$ cat config.mk
export PLATFORM = sky130hd
export DESIGN_NAME = four_pin_io_port
export DESIGN_NICKNAME = d
export VERILOG_FILES = /design/src/pkg/gpio_port_pkg.sv /design/src/pkg/pin_bus_if.sv /design/src/rtl/pin_sync.sv /design/src/rtl/wake_detect.sv /design/src/rtl/four_pin_io_port.sv
export SDC_FILE = /design/constraint.sdc
export NUM_CORES = 1
export LEC_CHECK = 0
export BUFFER_PORTS_ARGS = -buffer_cell sky130_fd_sc_hd__buf_2
export CAP_MARGIN = 30
export CORE_MARGIN = 2
export CORE_UTILIZATION = 40
export CTS_BUF_LIST = sky130_fd_sc_hd__clkbuf_4
export DETAILED_ROUTE_END_ITERATION = 10
export PLACE_DENSITY = 0.65
export SYNTH_ARGS = -nofsm -noshare
export SYNTH_HDL_FRONTEND = slang
export SYNTH_SLANG_ARGS = --single-unit
$ cat constraint.sdc
create_clock -name clk -period 1.38 [get_ports clk]
set_clock_uncertainty 0.15 [all_clocks]
set_input_delay 0.207 -clock clk [delete_from_list [all_inputs] [get_ports clk]]
set_output_delay 0.207 -clock clk [all_outputs]
set_load 0.005 [all_outputs]
$ cat src/pkg/gpio_port_pkg.sv
`default_nettype none
package gpio_port_pkg;
    // Data-memory addresses on the core's file bus
    localparam logic [4:0] status_addr      = 5'h03;
    localparam logic [4:0] pin_data_addr    = 5'h06;
    localparam int         port_width       = 4;
    localparam int         wake_flag_bit    = 7;
    localparam int         wake_dis_bit     = 7;
    localparam int         pullup_dis_bit   = 6;
    localparam int         timer_src_bit    = 5;
    localparam int         quarter_out_bit  = 0;
    localparam logic [3:0] direction_reset  = 4'hF;
    localparam logic [7:0] option_reset     = 8'hFF;
    localparam logic [3:0] upper_read_zero  = 4'h0;
    // Pins that share pull-up and wake-up
    localparam logic [3:0] shared_pin_mask  = 4'hB;
    localparam int         sync_stages      = 3;
endpackage
`default_nettype wire

$ cat src/pkg/pin_bus_if.sv
`timescale 1ns/100ps
`default_nettype none
interface pin_bus_if;
    logic [3:0] raw;
    logic [3:0] level;
    modport src (input raw, output level);
    modport dst (input level);
endinterface
`default_nettype wire

$ cat src/rtl/pin_sync.sv
`timescale 1ns/100ps
`default_nettype none
module pin_sync (
    input  wire logic clk,
    input  wire logic arst_n,
    input  wire logic ce,
    pin_bus_if.src    bus
);
    logic [3:0] s1_ff;
    logic [3:0] s2_ff;
    logic [3:0] s3_ff;
    logic [3:0] level_ff;
    always_ff @(posedge clk or negedge arst_n) begin
        if (!arst_n) begin
            s1_ff    <= 4'h0;
            s2_ff    <= 4'h0;
            s3_ff    <= 4'h0;
            level_ff <= 4'h0;
        end else if (ce) begin
            s1_ff <= bus.raw;
            s2_ff <= s1_ff;
            s3_ff <= s2_ff;
            // Change taken only once stage two and three agree
            level_ff <= (s2_ff & s3_ff) | (level_ff & (s2_ff ^ s3_ff));
        end
    end
    assign bus.level = level_ff;
endmodule
`default_nettype wire

$ cat src/rtl/wake_detect.sv
`timescale 1ns/100ps
`default_nettype none
module wake_detect (
    input  wire logic       clk,
    input  wire logic       arst_n,
    input  wire logic       ce,
    input  wire logic       snapshot,
    input  wire logic       sleeping,
    input  wire logic [3:0] enable,
    pin_bus_if.dst          bus,
    output logic            wake
);
    logic [3:0] ref_ff;
    logic       wake_ff;
    wire  [3:0] diff = (ref_ff ^ bus.level) & enable;
    always_ff @(posedge clk or negedge arst_n) begin
        if (!arst_n) begin
            ref_ff  <= 4'h0;
            wake_ff <= 1'b0;
        end else if (ce) begin
            if (snapshot) begin
                ref_ff <= bus.level;
            end
            wake_ff <= sleeping && (|diff);
        end
    end
    assign wake = wake_ff;
endmodule
`default_nettype wire

$ cat src/rtl/four_pin_io_port.sv
// Behaviour
// - Port data reads return synchronised pin levels, never the latch.
// - Only low four data bits exist; upper four read zero.
// - Pin three is input only; it is never driven.
// - Pull-up and wake-up apply to pins zero, one, three together.
// - Reset-input mode kills pin three wake-up; pull-up from config word.
// - Direction loads from working register only on direction-load instruction.
// - Direction 1 floats pin; 0 drives latch value.
// - Every reset sets all direction bits to one.
// - Output latch holds until rewritten; inputs are not latched.
// - Analog, clock output, timer input, reset outrank direction control.
// - Digital mode only when all overriding selects of a pin are zero.
// - Bit set and clear read pins, modify one bit, write all latches.
// - Writes land at cycle end; reads sample at cycle start.
// - Wake flag set on wake-up reset, cleared on other resets.
// - Shared wake-up and pull-up enables are active low.
// - Output-mode pins lose wake-up and pull-up.
// - Trim bit zero drives clock quarter onto pin two.
`timescale 1ns/100ps
`default_nettype none
module four_pin_io_port (
    input  wire logic       clk,
    input  wire logic       arst_n,
    input  wire logic       ce,
    input  wire logic [4:0] file_addr,
    input  wire logic       file_rd,
    input  wire logic       file_wr,
    input  wire logic [7:0] file_wdata,
    input  wire logic       bit_set_instr,
    input  wire logic       bit_clear_instr,
    input  wire logic [2:0] bit_sel,
    input  wire logic       direction_load,
    input  wire logic       option_load,
    input  wire logic [7:0] work_reg,
    input  wire logic       wake_reset_cause,
    input  wire logic       sleeping,
    input  wire logic       external_reset_select,
    input  wire logic       config_pullup_enable,
    input  wire logic       analog_select_zero,
    input  wire logic       analog_select_one,
    input  wire logic       oscillator_trim_bit0,
    input  wire logic       clock_quarter,
    input  wire logic [3:0] pin_in,
    output logic [7:0]      file_rdata,
    output logic [3:0]      pin_out,
    output logic [3:0]      pin_oe,
    output logic [3:0]      pullup_en,
    output logic            timer_clock_input,
    output logic            external_reset_input,
    output logic            analog_channel_zero,
    output logic            analog_channel_one,
    output logic            wake_event
);
    // ==========================================
    // Pin capture and wake-up
    // ==========================================
    pin_bus_if pins ();
    assign pins.raw = pin_in;

    pin_sync u_sync (
        .clk    (clk),
        .arst_n (arst_n),
        .ce     (ce),
        .bus    (pins)
    );

    logic [3:0] latch_ff;
    logic [3:0] dir_ff;
    logic [7:0] option_ff;
    logic       wake_flag_ff;
    logic [7:0] rdata_ff;
    logic [3:0] out_ff;
    logic [3:0] oe_ff;
    logic [3:0] pu_ff;
    logic       tck_ff;
    logic       mrst_ff;
    logic       an0_ff;
    logic       an1_ff;
    logic       wake_flag_seen_ff;

    // ==========================================
    // Decode
    // ==========================================
    wire        hit_data   = file_addr == gpio_port_pkg::pin_data_addr;
    wire        hit_status = file_addr == gpio_port_pkg::status_addr;
    wire        rmw        = hit_data && (bit_set_instr || bit_clear_instr);
    wire        timer_src  = option_ff[gpio_port_pkg::timer_src_bit];
    wire        quarter_en = oscillator_trim_bit0;
    wire        wake_en    = !option_ff[gpio_port_pkg::wake_dis_bit];
    wire        pull_en    = !option_ff[gpio_port_pkg::pullup_dis_bit];
    wire [3:0]  level      = pins.level;
    wire [3:0]  one_hot    = 4'h1 << bit_sel[1:0];
    wire        in_range   = bit_sel < 3'h4;
    // RMW: whole port from pins, only the addressed bit altered
    wire [3:0]  rmw_val    = !in_range ? level :
                             bit_set_instr ? (level | one_hot) : (level & ~one_hot);
    wire        wr_data    = hit_data && file_wr && !rmw;

    // Digital availability per pin
    wire        dig0 = !analog_select_zero;
    wire        dig1 = !analog_select_one;
    wire        dig2 = !quarter_en && !timer_src;
    wire        dig3 = !external_reset_select;

    // Pin two: clock quarter wins, then timer input, then direction
    wire        p2_drive = quarter_en || (!timer_src && !dir_ff[2]);
    wire        p2_val   = quarter_en ? clock_quarter : latch_ff[2];

    wire [3:0]  nxt_oe  = {1'b0, p2_drive,
                           dig1 && !dir_ff[1], dig0 && !dir_ff[0]};
    wire [3:0]  nxt_out = {1'b0, p2_val, latch_ff[1:0]};

    // Output-mode pins lose pull-up and wake-up; shared enable only
    wire [3:0]  shared_in = gpio_port_pkg::shared_pin_mask & dir_ff;
    wire [3:0]  nxt_pu    = {dig3 ? (pull_en && dir_ff[3]) : config_pullup_enable,
                             1'b0,
                             pull_en & shared_in[1], pull_en & shared_in[0]};
    wire [3:0]  wake_mask = (wake_en ? shared_in : 4'h0) & {dig3, 3'h7};

    wire [7:0]  status_val = {wake_flag_ff, 7'h00};
    wire [7:0]  data_val   = {gpio_port_pkg::upper_read_zero, level};
    wire [7:0]  nxt_rdata  = hit_data ? data_val : hit_status ? status_val : 8'h00;

    logic wake_event_w;

    wake_detect u_wake (
        .clk      (clk),
        .arst_n   (arst_n),
        .ce       (ce),
        .snapshot (file_rd && hit_data),
        .sleeping (sleeping),
        .enable   (wake_mask),
        .bus      (pins),
        .wake     (wake_event_w)
    );

    // ==========================================
    // Registers
    // ==========================================
    always_ff @(posedge clk or negedge arst_n) begin
        if (!arst_n) begin
            latch_ff  <= 4'h0;
            dir_ff    <= gpio_port_pkg::direction_reset;
            option_ff <= gpio_port_pkg::option_reset;
        end else if (ce) begin
            // Latch updates at the cycle end; held otherwise
            if (rmw && file_wr) begin
                latch_ff <= rmw_val;
            end else if (wr_data) begin
                latch_ff <= file_wdata[3:0];
            end
            if (direction_load) begin
                dir_ff <= work_reg[3:0];
            end
            if (option_load) begin
                option_ff <= work_reg;
            end
        end
    end

    // Reset cause is caught after release, not during the reset itself
    always_ff @(posedge clk or negedge arst_n) begin
        if (!arst_n) begin
            wake_flag_seen_ff <= 1'b0;
            wake_flag_ff      <= 1'b0;
        end else if (ce) begin
            if (!wake_flag_seen_ff) begin
                wake_flag_seen_ff <= 1'b1;
                wake_flag_ff      <= wake_reset_cause;
            end else if (hit_status && file_wr) begin
                wake_flag_ff <= file_wdata[gpio_port_pkg::wake_flag_bit];
            end
        end
    end

    // Registered outputs; read data sampled from pins, not held
    always_ff @(posedge clk or negedge arst_n) begin
        if (!arst_n) begin
            rdata_ff <= 8'h00;
            out_ff   <= 4'h0;
            oe_ff    <= 4'h0;
            pu_ff    <= 4'h0;
            tck_ff   <= 1'b0;
            mrst_ff  <= 1'b0;
            an0_ff   <= 1'b0;
            an1_ff   <= 1'b0;
        end else if (ce) begin
            rdata_ff <= nxt_rdata;
            out_ff   <= nxt_out;
            oe_ff    <= nxt_oe;
            pu_ff    <= nxt_pu;
            tck_ff   <= !quarter_en && timer_src && level[2];
            mrst_ff  <= external_reset_select && !level[3];
            an0_ff   <= analog_select_zero;
            an1_ff   <= analog_select_one;
        end
    end

    assign file_rdata           = rdata_ff;
    assign pin_out              = out_ff;
    assign pin_oe               = oe_ff;
    assign pullup_en            = pu_ff;
    assign timer_clock_input    = tck_ff;
    assign external_reset_input = mrst_ff;
    assign analog_channel_zero  = an0_ff;
    assign analog_channel_one   = an1_ff;
    assign wake_event           = wake_event_w;
endmodule
`default_nettype wire

==> results.md, run 1 <==
* Maximum clock insertion buffer count at 2
* Largest net degree at the start of global routing at 45
* RR Endpoint: u_wake.wake
* Status: finished clean
* Post-synth EDFFs at 0
* Synth Area in Compound Gates at 0.0699
* Worst Hold End: pin_out[2]
* Core footprint at 5470 µm²
* Io pins at 70
* Post-synthesis sequential area ratio at 0.559
* First-pass GRT wire length at 7.16 mm
* Total iterations of the first detailed-routing run at 4
* RSZ-0062 raised after global routing: no
* Xor-xnor portion of the synthesized cell area at 0.0116
* Hold path start: clock_quarter
* Critical path peak fanout at 2
* Clock tree sinks at 50
* Clock network fraction of total power at 0.199
* Synth Area in Simple Gates at 0.109
* Final cell utilization of the core at 0.542
* Crit path capture type: flip-flop
* Leakage power at 1.41 nW
* Post-synthesis mux area share at 0.177
* Core Rows at 27
* Residual DRC at 0
* P&R area growth vs syn at 31.4%
* GRT Total Usage at 0.148
* Hold Path Cell Cnt at 3
* Required @ worst endpoint at 1480 ps
* Met2 GRT Util at 0.242
* Post-Syn Instances at 182
* Routed via count at 1628
* DR WL/cell at 12.1 µm
* Hold WC Path Type: input pin to flip-flop
* Synthesis-stage register bit count at 50
* Flop2flop setup slack at 70 ps
* Critical R2R Launch: u_sync.bus.level[0]
* Clock Pin Slew Worst Setup and Hold Paths at 130 ps
* Worst VDD drop at 0.408 mV
* Fin crit share at 0.952
* GR peak layer: met2
* Hpwl dp at 2.98 mm
* Cell accounting for the most synthesized area: dfrtp_1
* Combinational fraction of design power at 0.228
* Clk Latency, worst-skew pair at 360 ps
* # H-tree levels at 2
* DIE AREA at 6260 µm²
* Overall Power at 3.22 mW
* Highest Clock Rate at 761 MHz
* Final hold vios at 0
* Post-CTS Setup Bufs at 0
* Final WL at 4.18 mm
* P_int at 2.36 mW
* Syn_area_per_cell at 12.4 µm²
* Async S/R FF share, synth at 1.00
* Final period demand of the worst path at 1310 ps
* Adder-cell area share of the yosys netlist at 0.0222
* CTS Buf Count at 5
* DP Cell Count at 315
* Final nets at 322
* Chip height at 79.1 µm
* Crit path DAT at 1420 ps
* CTS tree: built
* Most common cell in the netlist: dfrtp_1
* # resized after CTS at 0
* Synthesized cell area at 2260 µm²
* Maxcap violations at 0
* Startpoint Class: flip-flop
* Root Driver: clkbuf_4
* CP Class: flip-flop to flip-flop
* Power per cell area at 1090 nW/µm²
* Sw Pwr at 0.857 mW
* Vias in the first global route at 1597
* Prevailing post-synth register cell: dfrtp_1
* Ant diodes at 0
* Post-route ant nets at 0
* Commonest cells post-synth: dfrtp_1, mux2_2, inv_1, nand2_1
* Final setup fails at 0
* CP Launch Point: u_sync.bus.level[0]
* Switching share of power at 0.266
* Starting Density at 0.412
* Initial antenna violation count at 0
* Hold_buf cts at 23
* Synth Warn # at 0
* Non-Filler Instances at 346
* Met1 Usage GRT at 0.188
* Final Max Slew Viols at 0
* Largest family of logic cells by synthesized area: multiplexers
* DR vias/cell at 4.71
* Synth cell types at 35
* DRT iter0 DRCs at 52
* Grt met3 use at 0.0375
* RD Place Congestion at 0.764
* Seq pwr share at 0.572
* Share of cells above drive strength 1 at 0.434
* Top cell type's share of synthesized area at 0.477
* Grt ovf at 0
* Worst R2R Path Depth at 3
* Die W at 79.1 µm
* Top post-synthesis cells by area: dfrtp_1, mux2_2, dfstp_2
* I/O Buffers at 58
==> worst max-delay path, cell delays in order, from the launching register on <==
cell and delay [ps]:
dfrtp_1 410, xor2_1 160, a222oi_1 350, o22ai_1 130
==> flip-flops by register name, indices dropped and copies added, names as in the netlist, 3 cells and up <==
register          count
file_rdata            5
u_sync.s1_ff          4
u_wake.ref_ff         3
latch_ff              3
u_sync.bus.level      4
pin_oe                3
dir_ff                4
u_sync.s3_ff          4
pullup_en             3
option_ff             3
pin_out               3
u_sync.s2_ff          4
==> layer usage <==
metal | up-vias | routed length (µm)
li1 | 806 | -
met1 | 777 | 1910
met2 | 39 | 2010
met3 | 6 | 203
met4 | 0 | 65
met5 | - | 0
==> cells in the final DEF (no fill, tap or decap), types with 5 or more instances in the layout <==
cell	count
dlygate4sd3_1	23
nor2_1	7
conb_1	6
dfstp_2	7
mux2_2	32
nand2_1	10
inv_1	10
buf_2	58
dfrtp_1	43
buf_4	8
clkbuf_4	6
o22ai_1	5
==> area by class of cell <==
cell class	count	area, µm²
Inverter	10	37.5
Timing Repair Buffer	91	621
Tap cell	72	90.1
Sequential cell	50	1260
Multi-Input combinational cell	115	903
Clock inverter	2	8.76
Clock buffer	6	45.0
Fill cell	522	2510
==> power by group through the flow <==
| stage | Clock (mW) | Combinational [mW] | Sequential [mW] |
|---|---|---|---|
| after floorplan | 0 | 0.400 | 1.86 |
| after global placement | 0 | 0.674 | 1.87 |
| after detailed placement | 0 | 0.695 | 1.87 |
| after CTS | 0.677 | 0.748 | 1.85 |
| after global routing | 0.744 | 0.824 | 1.88 |
| final | 0.642 | 0.734 | 1.84 |
==> kinds of logic after synthesis <==
family | after synthesis
compound gates | 24
buf+inv | 22
mux | 36
simple gates | 42
xor+xnor | 3
flops | 50
fa+ha+maj | 4
other cells | 1
==> worst max-delay path by stage <==
stage / to / slack (ps) / cells past startpoint
after floorplan: u_wake.ref_ff[0] / 50 / 4
after global placement: u_wake.ref_ff[3] / -90 / 5
after detailed placement: u_wake.ref_ff[0] / -120 / 5
after CTS: u_wake.wake / 60 / 3
after global routing: latch_ff[0] / 20 / 4
final: u_wake.wake / 70 / 3
==> through the flow <==
| step | instance area, µm² | TNS, ps | worst slack (ps) | hold slack [ps] |
|---|---|---|---|---|
| 2_1_floorplan | 2270 | 0 | 46.7 | -239 |
| 6_report | 2970 | 0 | 65.6 | 10.7 |
| 3_3_place_gp | 2680 | -356 | -89.0 | -91.6 |
| 5_1_grt | 2970 | 0 | 15.8 | 10.7 |
| 3_5_place_dp | 2680 | -513 | -123 | -89.3 |
| 4_1_cts | 2970 | 0 | 57.9 | 8.22 |
(Power assumes the default switching activity.)
==> run 2, diff against run 1 <==
==> constraint.sdc (replaced) <==
create_clock -name clk -period 1.3 [get_ports clk]
set_clock_uncertainty 0.15 [all_clocks]
set_input_delay 0.195 -clock clk [delete_from_list [all_inputs] [get_ports clk]]
set_output_delay 0.195 -clock clk [all_outputs]
set_load 0.005 [all_outputs]
==> run 2 against run 1 <==
Net effect: largest power group unchanged; first-iteration DRC count fell by 19%; critical path depth is the same; die area unchanged; cell count rose by 1.7%; global-route usage fell by 0.19 points; clock-buffer cell count is the same; core utilization up 1.3 points; register-to-register slack worse by 60 ps; non-clock buffer count increased by 6; clock power rose by 4.4%; maximum frequency is 1.2% higher.
==> results.md, run 2 (synthesized netlist as in run 1, its figures left out) <==
* Worst VDD drop at 0.473 mV (+16%)
* Final period demand of the worst path at 1300 ps (-15.7 ps)
* Vias in the first global route at 1529 (-4.3%)
* Final hold vios at 0 (unchanged)
* Core Rows at 27 (unchanged)
* CP Depth at 3 (unchanged)
* Status: finished clean
* Grt ovf at 0 (unchanged)
* Area after DPL at 2700 µm² (+0.75%)
* Clk Latency, worst-skew pair at 350 ps (about the same)
* Ant diodes at 0 (unchanged)
* Maximum clock insertion buffer count at 2 (unchanged)
* Max reg flops at 5 (unchanged)
* Final WL at 4.28 mm (+2.3%)
* CP Class: flip-flop to flip-flop
* Slowest-stage cell, CP: dfrtp_1
* Critical path peak fanout at 2 (unchanged)
* Largest net degree at the start of global routing at 51 (+13%)
* Final Max Slew Viols at 0 (unchanged)
* Chip height at 79.1 µm (unchanged)
* Share of cells above drive strength 1 at 0.450 (+0.0157)
* P&R area growth vs syn at 34.6%
* Final nets at 328 (+1.9%)
* Overall Power at 3.47 mW (+7.9%)
* Fin crit share at 0.999 (+0.0465)
* Routed via count at 1647 (+1.2%)
* GRT Total Usage at 0.146 (-0.00188)
* Total iterations of the first detailed-routing run at 4 (unchanged)
* Hold WC Path Type: input pin to flip-flop
* GR peak layer: met2
* RR Endpoint: u_wake.wake
* CTS tree: built
* Worst R2R Path Depth at 3 (unchanged)
* # H-tree levels at 2 (unchanged)
* Met2 GRT Util at 0.236 (-0.00593)
* Residual DRC at 0 (unchanged)
* Crit path DAT at 1380 ps (-40 ps)
* CTS Buf Count at 5 (unchanged)
* Max stage delay on crit path at 410 ps (about the same)
* Root Driver: clkbuf_4
* WHS at 46.1 ps (+35.4 ps)
* RD Place Congestion at 0.716 (-6.3%)
* Initial antenna violation count at 0 (unchanged)
* CP top delay family: compound AO/OA/AOI/OAI gates
* Final setup fails at 0 (unchanged)
* CP Launch Point: u_sync.bus.level[0]
* Most frequent cells in the layout: buf_2, dfrtp_1, mux2_2
* I/O Buffers at 58 (unchanged)
* Core footprint at 5470 µm² (unchanged)
* Grt met3 use at 0.0341 (-0.00341)
* Cells along the critical path: xor2_1, a222oi_1, o22ai_1
* Buf/Inv on CP at 0 (unchanged)
* Highest Clock Rate at 770 MHz (+1.2%)
* Commonest non-fill, non-tap cell in the layout: buf_2
* Clock tree sinks at 50 (unchanged)
* Power per cell area at 1140 nW/µm² (+5.3%)
* Critical R2R Launch: u_sync.bus.level[0]
* First-pass GRT wire length at 7.10 mm (-0.87%)
* DRT iter0 DRCs at 42 (-19%)
* Post-route ant nets at 0 (unchanged)
* Final Instance Area at 3040 µm² (+2.4%)
* RSZ-0062 raised after global routing: yes
* Crit path capture type: flip-flop
* Leakage power at 1.45 nW (+3.1%)
* Die W at 79.1 µm (unchanged)
* Clock Pin Slew Worst Setup and Hold Paths at 130 ps (about the same)
* Crit path to: u_wake.wake
* DR vias/cell at 4.68 (-0.56%)
* Flop2flop setup slack at 1 ps (-60 ps)
* Required @ worst endpoint at 1380 ps (-100 ps)
* Maxcap violations at 0 (unchanged)
* DR WL/cell at 12.2 µm (+0.60%)
* Startpoint Class: flip-flop
* Met1 Usage GRT at 0.192 (+0.00424)
* DIE AREA at 6260 µm² (unchanged)
* Io pins at 70 (unchanged)
* Starting Density at 0.412 (unchanged)
==> run 2: cell count changes in the layout (fill, tap and decap cells not counted) <==
cell / previous run / this run
buf_4: 8 / 12
buf_6: 0 / 1
dlygate4sd3_1: 23 / 24
nand2b_1: 4 / 2
nand2b_4: 0 / 2
nor2_2: 1 / 0
nor2_4: 0 / 1
==> run 2: worst reg2reg max path, stage by stage, from the launching register on <==
cell and delay (ps):
dfrtp_1 410, xor2_1 160, a222oi_1 350, o22ai_1 110
==> run 2: routing by layer <==
layer	share of wire	up-vias
li1	-	817
met2	0.48	36
met5	0	-
met4	0.016	0
met3	0.039	6
met1	0.47	788
==> run 2: layout make-up <==
cell class,instances,area (µm²)
Multi-Input combinational cell,115,923
Fill cell,506,2440
Timing Repair Buffer,97,672
Sequential cell,50,1260
Clock buffer,6,45.0
Clock inverter,2,8.76
Tap cell,72,90.1
Inverter,10,37.5
==> run 2: where the power goes <==
| part | switching, mW | internal [mW] | leakage, nW |
|---|---|---|---|
| clock network | 0.445 | 0.225 | 0.0331 |
| registers | 0.153 | 1.81 | 0.608 |
| logic | 0.323 | 0.520 | 0.812 |
==> run 2: what timing repair did <==
item / CTS / global route
setup endpoints to repair: 1 / 8
gates resized for setup: 0 / 3
buffers inserted: 0 / 3
hold buffers: 24 / 0
hold endpoints to repair: 73 / 0
pin swaps: 2 / 1
==> run 2: worst min-delay path by stage <==
stage                          to  slack (ps)    startpoint  cells after the start
3_5_place_dp    wake_flag_seen_ff          50        arst_n                      2
4_1_cts              wake_flag_ff          20       file_wr                      3
2_1_floorplan  analog_channel_one        -250        arst_n                      0
5_1_grt              wake_flag_ff          60  file_addr[2]                      3
6_report             wake_flag_ff          50       file_wr                      3
3_3_place_gp    wake_flag_seen_ff          50        arst_n                      2
==> run 2: metrics by stage <==
step | instances | setup TNS (ps) | util | setup slack, ps
2_1_floorplan | 187 | 0 | - | 21.4
3_3_place_gp | 317 | -645 | 0.494 | -107
3_5_place_dp | 317 | -747 | 0.494 | -135
4_1_cts | 349 | 0 | 0.547 | 1.80
5_1_grt | 352 | -116 | 0.555 | -60.7
6_report | 352 | 0 | 0.555 | 1.33
